$ cat src/design/tmr_pkg.sv
// Purpose: constants and types for the reload/capture timer
// Assumes: 8-bit special-function register port, one system clock
// Notes: control bit positions follow the control register layout
package tmr_pkg;
  localparam logic [7:0] ADDR_CONTROL = 8'hC8;
  localparam logic [7:0] ADDR_RELOAD_LOW = 8'hCA;
  localparam logic [7:0] ADDR_RELOAD_HIGH = 8'hCB;
  localparam logic [7:0] ADDR_COUNT_LOW = 8'hCC;
  localparam logic [7:0] ADDR_COUNT_HIGH = 8'hCD;
  localparam logic [7:0] CONTROL_RESET = 8'h00;
  localparam int BIT_HIGH_OVF = 7;
  localparam int BIT_LOW_OVF = 6;
  localparam int BIT_LOW_IRQ_EN = 5;
  localparam int BIT_CAPTURE_EN = 4;
  localparam int BIT_SPLIT = 3;
  localparam int BIT_RUN = 2;
  localparam int BIT_XCLK_HI = 1;
  localparam int BIT_XCLK_LO = 0;
  localparam logic [1:0] XCLK_DIV12 = 2'h0;
  localparam logic [1:0] XCLK_RTC8 = 2'h1;
  localparam logic [1:0] XCLK_RESERVED = 2'h2;
  localparam logic [1:0] XCLK_CMP = 2'h3;
  localparam logic [3:0] DIV12_LAST = 4'hB;
  localparam logic [2:0] RTC_DIV_LAST = 3'h7;
  localparam logic [7:0] BYTE_ALL_ONES = 8'hFF;
  localparam logic [15:0] WORD_ALL_ONES = 16'hFFFF;

  typedef struct packed {
    logic wr;
    logic rd;
    logic bit_wr;
    logic [7:0] addr;
    logic [7:0] wdata;
    logic [2:0] bit_idx;
    logic bit_val;
  } tmr_sfr_req_t;

  typedef struct packed {
    logic [7:0] control;
    logic [7:0] count_low_byte;
    logic [7:0] count_high_byte;
    logic [7:0] reload_low_byte;
    logic [7:0] reload_high_byte;
    logic [3:0] div12;
    logic [2:0] rtc_div;
    logic [2:0] rtc_sync;
    logic [2:0] cmp_sync;
    logic irq;
    logic [7:0] rdata;
  } tmr_state_t;
endpackage

$ cat src/design/tmr_timer2.sv
// Purpose: 16-bit / dual 8-bit auto-reload timer with capture
// Assumes: pins rtc_clk and cmp0_out are asynchronous to clk
// Notes: read data appears one cycle after sfr.rd
// How it works
// - count is low byte plus high byte
// - split bit clear gives one 16-bit reload counter
// - 16-bit wrap reloads both bytes, sets high flag
// - timer irq enable interrupts on 16-bit overflow
// - low irq enable adds low byte wrap interrupts
// - split gives two 8-bit reload timers
// - split: run gates high byte only
// - clock select: system clock or external table
// - rtc/8 and comparator synced to system clock
// - split: each byte wrap sets its flag
// - split: interrupt on high, or either byte
// - flags cleared only by software writes or reset
// - capture enable bit enters capture mode
// - capture on comparator rise or 8 rtc cycles
// - capture copies count to reload, sets flag
// - control register at 0xC8, resets zero, RW
// - low byte wrap sets low flag always
`timescale 1ns/1ps
module tmr_timer2
  import tmr_pkg::*;
(
  // clock and reset
  input wire logic clk,
  input wire logic rst_n,
  // special-function register port
  input wire tmr_sfr_req_t sfr,
  output logic [7:0] sfr_rdata,
  // clock selects and cpu interrupt enable
  input wire logic high_byte_clock_select,
  input wire logic low_byte_clock_select,
  input wire logic timer_irq_enable,
  // asynchronous pins
  input wire logic rtc_clk,
  input wire logic cmp0_out,
  // interrupt request
  output logic irq_req
);
  tmr_state_t s, next_s;

  logic tick_div12, tick_rtc8, rise_cmp, tick_low, tick_high, cap_ev;
  logic split, run, cap_en;
  logic [1:0] xclk;
  logic [15:0] count16;
  logic wr_ctrl, wr_cl, wr_ch, wr_rl, wr_rh;
  logic set_h, set_l;

  assign split = s.control[BIT_SPLIT];
  assign run = s.control[BIT_RUN];
  assign cap_en = s.control[BIT_CAPTURE_EN];
  assign xclk = s.control[BIT_XCLK_HI:BIT_XCLK_LO];
  assign count16 = {s.count_high_byte, s.count_low_byte};
  assign wr_ctrl = (sfr.wr || sfr.bit_wr) && sfr.addr == ADDR_CONTROL;
  assign wr_cl = sfr.wr && sfr.addr == ADDR_COUNT_LOW;
  assign wr_ch = sfr.wr && sfr.addr == ADDR_COUNT_HIGH;
  assign wr_rl = sfr.wr && sfr.addr == ADDR_RELOAD_LOW;
  assign wr_rh = sfr.wr && sfr.addr == ADDR_RELOAD_HIGH;

  // edges taken from the second sync stage and a third history stage
  assign tick_div12 = s.div12 == DIV12_LAST;
  assign rise_cmp = s.cmp_sync[1] && !s.cmp_sync[2];
  assign tick_rtc8 = s.rtc_sync[1] && !s.rtc_sync[2] && s.rtc_div == RTC_DIV_LAST;

  function automatic logic src_tick(input logic use_sys, input logic [1:0] sel,
                                    input logic t12, input logic trtc, input logic tcmp);
    logic t;
    t = 1'b0;
    if (use_sys) begin
      t = 1'b1;
    end else begin
      case (sel)
        XCLK_DIV12: t = t12;
        XCLK_RTC8: t = trtc;
        XCLK_CMP: t = tcmp;
        default: t = 1'b0;
      endcase
    end
    return t;
  endfunction

  assign tick_low = src_tick(low_byte_clock_select, xclk, tick_div12, tick_rtc8, rise_cmp);
  assign tick_high = src_tick(high_byte_clock_select, xclk, tick_div12, tick_rtc8, rise_cmp);
  // capture source picked by the upper external select bit
  assign cap_ev = cap_en && (xclk[1] ? rise_cmp : tick_rtc8);

  always_comb begin
    next_s = s;
    set_h = 1'b0;
    set_l = 1'b0;
    next_s.div12 = tick_div12 ? 4'h0 : s.div12 + 4'h1;
    next_s.rtc_sync = {s.rtc_sync[1:0], rtc_clk};
    next_s.cmp_sync = {s.cmp_sync[1:0], cmp0_out};
    if (s.rtc_sync[1] && !s.rtc_sync[2]) begin
      next_s.rtc_div = s.rtc_div + 3'h1;
    end
    if (wr_cl) begin
      next_s.count_low_byte = sfr.wdata;
    end
    if (wr_ch) begin
      next_s.count_high_byte = sfr.wdata;
    end
    if (wr_rl) begin
      next_s.reload_low_byte = sfr.wdata;
    end
    if (wr_rh) begin
      next_s.reload_high_byte = sfr.wdata;
    end
    if (!split) begin
      if (run && tick_low) begin
        if (count16 == WORD_ALL_ONES) begin
          {next_s.count_high_byte, next_s.count_low_byte} =
            {s.reload_high_byte, s.reload_low_byte};
          set_h = 1'b1;
          set_l = 1'b1;
        end else begin
          {next_s.count_high_byte, next_s.count_low_byte} = count16 + 16'h0001;
          set_l = s.count_low_byte == BYTE_ALL_ONES;
        end
      end
    end else begin
      if (tick_low) begin
        if (s.count_low_byte == BYTE_ALL_ONES) begin
          next_s.count_low_byte = s.reload_low_byte;
          set_l = 1'b1;
        end else begin
          next_s.count_low_byte = s.count_low_byte + 8'h01;
        end
      end
      if (run && tick_high) begin
        if (s.count_high_byte == BYTE_ALL_ONES) begin
          next_s.count_high_byte = s.reload_high_byte;
          set_h = 1'b1;
        end else begin
          next_s.count_high_byte = s.count_high_byte + 8'h01;
        end
      end
    end
    if (cap_ev) begin
      next_s.reload_high_byte = s.count_high_byte;
      next_s.reload_low_byte = s.count_low_byte;
      set_h = 1'b1;
    end
    if (wr_ctrl) begin
      if (sfr.bit_wr) begin
        next_s.control[sfr.bit_idx] = sfr.bit_val;
      end else begin
        next_s.control = sfr.wdata;
      end
    end
    // a hardware set beats a same-cycle software clear
    if (set_h) begin
      next_s.control[BIT_HIGH_OVF] = 1'b1;
    end
    if (set_l) begin
      next_s.control[BIT_LOW_OVF] = 1'b1;
    end
    // level request; the flags decide, software sorts the source
    next_s.irq = timer_irq_enable && (next_s.control[BIT_HIGH_OVF] ||
      (next_s.control[BIT_LOW_IRQ_EN] && next_s.control[BIT_LOW_OVF]));
    if (sfr.rd) begin
      case (sfr.addr)
        ADDR_CONTROL: next_s.rdata = s.control;
        ADDR_RELOAD_LOW: next_s.rdata = s.reload_low_byte;
        ADDR_RELOAD_HIGH: next_s.rdata = s.reload_high_byte;
        ADDR_COUNT_LOW: next_s.rdata = s.count_low_byte;
        ADDR_COUNT_HIGH: next_s.rdata = s.count_high_byte;
        default: next_s.rdata = 8'h00;
      endcase
    end
  end

  always_ff @(posedge clk) begin
    if (!rst_n) begin
      s <= '0;
      s.control <= CONTROL_RESET;
    end else begin
      s <= next_s;
    end
  end

  assign sfr_rdata = s.rdata;
  assign irq_req = s.irq;
endmodule

$ cat config.mk
export PLATFORM = sky130hd
export DESIGN_NAME = tmr_timer2
export DESIGN_NICKNAME = d
export VERILOG_FILES = /design/src/design/tmr_pkg.sv /design/src/design/tmr_timer2.sv
export SDC_FILE = /design/constraint.sdc
export NUM_CORES = 1
export LEC_CHECK = 0
export BUFFER_PORTS_ARGS = -buffer_cell sky130_fd_sc_hd__buf_2
export CAP_MARGIN = 25
export CORE_UTILIZATION = 35
export DETAILED_ROUTE_END_ITERATION = 8
export PLACE_DENSITY_LB_ADDON = 0.15
export SLEW_MARGIN = 40
export SYNTH_ARGS = -nofsm -noshare
export SYNTH_HDL_FRONTEND = slang
export SYNTH_SLANG_ARGS = --single-unit
export TNS_END_PERCENT = 1
$ cat constraint.sdc
create_clock -name clk -period 2.7 [get_ports clk]
set_input_delay 0.54 -clock clk [delete_from_list [all_inputs] [get_ports clk]]
set_output_delay 0.54 -clock clk [all_outputs]
set_load 0.05 [all_outputs]
==> impl_metrics.csv <==
group,metric,value,unit
run_status,outcome,"complete, no violations",
global_route,gr-usage-all-layers,21.6,%
detailed_routing,wl_per_cell,18.9,um
timing,fmax,435,MHz
logic_synthesis,synthCells,537,
logic_synthesis,synth.distinct_cells,69,
final_layout,syn_to_final_growth,12.8,%
die,start_util,35.9,%
detailed_routing,drt-initial-drc-count,267,
detailed_routing,wl_met1,6.33,mm
placed_design,port_buffers,38,
clock_network,clk-insertion-delay-late,0.34,ns
logic_synthesis,synth_nets,572,
final_layout,diodes,0,
setup_path,startpoint,"s[15]",
clock_network,cts_tree,"yes",
detailed_routing,viasPerCell,5.77,
clock_network,htreeDepth,3,
die,coreArea,12000,um2
setup_path,r2r-start,"s[15]",
power_and_ir_drop,powerDensity,469,nW/um2
power_and_ir_drop,power,2.28,mW
die,die_h,113,um
logic_synthesis,synth_area,4320,um2
timing,post-route-period-util,85.1,%
timing,fin_skew,0.00891,ns
logic_synthesis,synth_ff_type,"dfxtp_1",
detailed_routing,topRoutingLayerUsed,"met4",
global_route,grt_max_degree,48,
clock_network,clk_path_buf_depth,2,
final_layout,nNetsFinal,588,
setup_path,cp-start-kind,"flop",
final_layout,drive_gt1_share,17.4,%
detailed_routing,drc,0,
detailed_routing,drtAntennaViolNets,0,
setup_path,crit_path_end,"count16[8]",
setup_path,path_class,"reg -> reg",
placed_design,place_hpwl,9.71,mm
global_route,antenna_found_initial,0,
placed_design,gp_congestion,0.893,
logic_synthesis,synth_edf_count,0,
timing,tightestPinTransition,0.612,ns
clock_network,post_cts_buffers,0,
timing,rsz0062_at_grt,"false",
logic_synthesis,ys_seq_elements,62,
global_route,first_global_vias,3861,
power_and_ir_drop,p_sw_share,23.6,%
clock_network,cts_root_buf,"clkbuf_16",
setup_path,worstPathRequired,2.91,ns
power_and_ir_drop,seqPwrFrac,41.1,%
logic_synthesis,async_flop_share,0,%
power_and_ir_drop,p_int,1.75,mW
setup_path,r2r_setup_slack,0.40,ns
clock_network,path_clk_slew,0.05,ns
setup_path,timing.rr.end,"count16[8]",
placed_design,dpl_cell_area,4570,um2
timing,finalHoldViolCount,0,
logic_synthesis,yosys_warnings,0,
hold_path,hp-class,"in -> reg",
die,dieArea,12800,um2
die,row_count,40,
power_and_ir_drop,pwr-share-comb,7.2,%
final_layout,fin_area,4870,um2
power_and_ir_drop,vdd_drop_max,0.000275,V
detailed_routing,drt_pre_antenna_iters,6,
power_and_ir_drop,p_clk_share,51.7,%
setup_path,end_kind,"flop",
power_and_ir_drop,switching_power,540,uW
timing,max_slew_margin,58.9,%
setup_path,crit_fanout,27,
detailed_routing,vias,4062,
die,io_pins,39,
detailed_routing,wirelength,13.3,mm
clock_network,cts_inserted_buffers,9,
logic_synthesis,postSynthAreaPerCell,8.04,um2
timing,finalMaxSlewViolations,0,
final_layout,finish.utilization,40.5,%
timing,post-route-min-period,2.30,ns
die,dieWidth,113,um
setup_path,arrival,2.51,ns
logic_synthesis,synth_seq_area_share,28.8,%
timing,finalSetupViolCount,0,
power_and_ir_drop,p_leak,2.20,nW
timing,fin_tns_setup,0,ns
timing,hold_ws,0.413,ns
global_route,grt_pass1_wl,21.1,mm
setup_path,reg2regPathDepth,9,
clock_network,postCtsResizedCells,0,
global_route,grt_overflow,0,
detailed_routing,met2_length,6.04,mm
flow_run,maxCapViolCount,0,
detailed_routing,wl_met3,753,um
clock_network,hold_buffers,0,
clock_network,clock_sinks,62,
==> logic make-up after synthesis <==
logic type / share of synthesized area [%]
AND/OR/NAND/NOR: 24.4
AO/OA/AOI/OAI: 24.9
multiplexers: 11.4
buffers and inverters: 7.07
XOR/XNOR: 2.03
adder cells (fa/ha/maj): 1.45
flip-flops: 28.8
==> critical path, cell delays in order (launching register included) <==
cell	delay (ns)
dfxtp_1	0.32
ha_1	0.19
ha_1	0.16
nor4bb_2	0.18
o21a_4	0.25
o31ai_4	0.20
buf_4	0.33
nor2_1	0.11
a211oi_1	0.30
o41ai_2	0.11
==> layout by cell type, fill, tap and decap left out, types with 4 or more instances in the layout <==
cell type  netlist  routed
buf_2           16      38
xor2_1           5       5
nand2_1         76      76
and3_1           7       7
ha_1             5       5
a221oi_1         7       7
nand2b_1         6       6
nand4_1          5       5
a31oi_1          6       6
nand3b_1         4       4
a21oi_1         24      24
clkbuf_16        0       9
nor2b_1          5       5
mux2_2           5       5
inv_1            7       7
o32ai_1          5       5
a22o_1           6       6
nor2_1          42      42
xnor2_1          5       5
dfxtp_1         62      62
and4_1           4       4
nand3_1         17      17
and2_1          15      15
o211a_1         23      23
mux2i_1         41      41
buf_4           13      21
o21ai_0         29      29
a211oi_1         6       6
o22ai_1          9       9
nor3_1           4       4
==> state kept, by name, summed over array words and instances, names as in the netlist, named ones only <==
signal and count:
s 28, irq_req 1, next_s 4, count16 16
sfr_rdata 8
==> how the worst min path moves through the flow <==
| stage | start | endpoint | slack, ns | cells past startpoint |
|---|---|---|---|---|
| 5_1_grt | rtc_clk | next_s[13] | 0.42 | 2 |
| 2_1_floorplan | next_s[10] | next_s[11] | 0.41 | 1 |
| 6_report | cmp0_out | next_s[10] | 0.41 | 2 |
| 3_3_place_gp | next_s[13] | next_s[14] | 0.41 | 1 |
| 4_1_cts | cmp0_out | next_s[10] | 0.41 | 2 |
| 3_5_place_dp | next_s[10] | next_s[11] | 0.42 | 1 |
==> cells in the mapped netlist, types with 13 or more instances <==
| cell | instances | area (um2) |
|---|---|---|
| nand2_1 | 76 | 285 |
| and2_1 | 15 | 93.8 |
| a21oi_1 | 24 | 120 |
| mux2i_1 | 41 | 410 |
| o211a_1 | 23 | 230 |
| dfxtp_1 | 62 | 1240 |
| o21ai_0 | 29 | 145 |
| buf_4 | 13 | 97.6 |
| buf_2 | 16 | 80.1 |
| nand3_1 | 17 | 85.1 |
| nor2_1 | 42 | 158 |
| clkbuf_1 | 23 | 86.3 |
==> power by group through the flow <==
stage / Sequential [mW] / Combinational [mW] / Clock [mW]
6_report: 0.939 / 0.164 / 1.18
5_1_grt: 0.941 / 0.180 / 1.24
4_1_cts: 0.939 / 0.165 / 1.20
3_5_place_dp: 0.959 / 0.164 / 0
3_3_place_gp: 0.958 / 0.162 / 0
2_1_floorplan: 0.956 / 0.106 / 0
==> area by class of cell <==
type | instances | area (um2)
sequential | 62 | 1240
timing repair buffer | 59 | 348
multi-input combinational | 414 | 2770
clock buffer | 12 | 256
fill | 1209 | 7140
tap | 147 | 184
inverter | 7 | 26.3
clock inverter | 3 | 43.8
==> routing by layer <==
metal  global-route usage, %  vias to the layer above
li1                        -                     1975
met1                    29.5                     1947
met2                    34.5                      123
met3                    3.96                       17
met4                    6.49                        0
met5                       0                        -
==> metrics by stage <==
step           cells  setup WS [ns]
2_1_floorplan    537          0.711
3_3_place_gp     689          0.404
3_5_place_dp     689          0.315
4_1_cts          704          0.423
5_1_grt          704          0.260
6_report         704          0.402
Note: power is estimated with default switching activity, not from simulation.
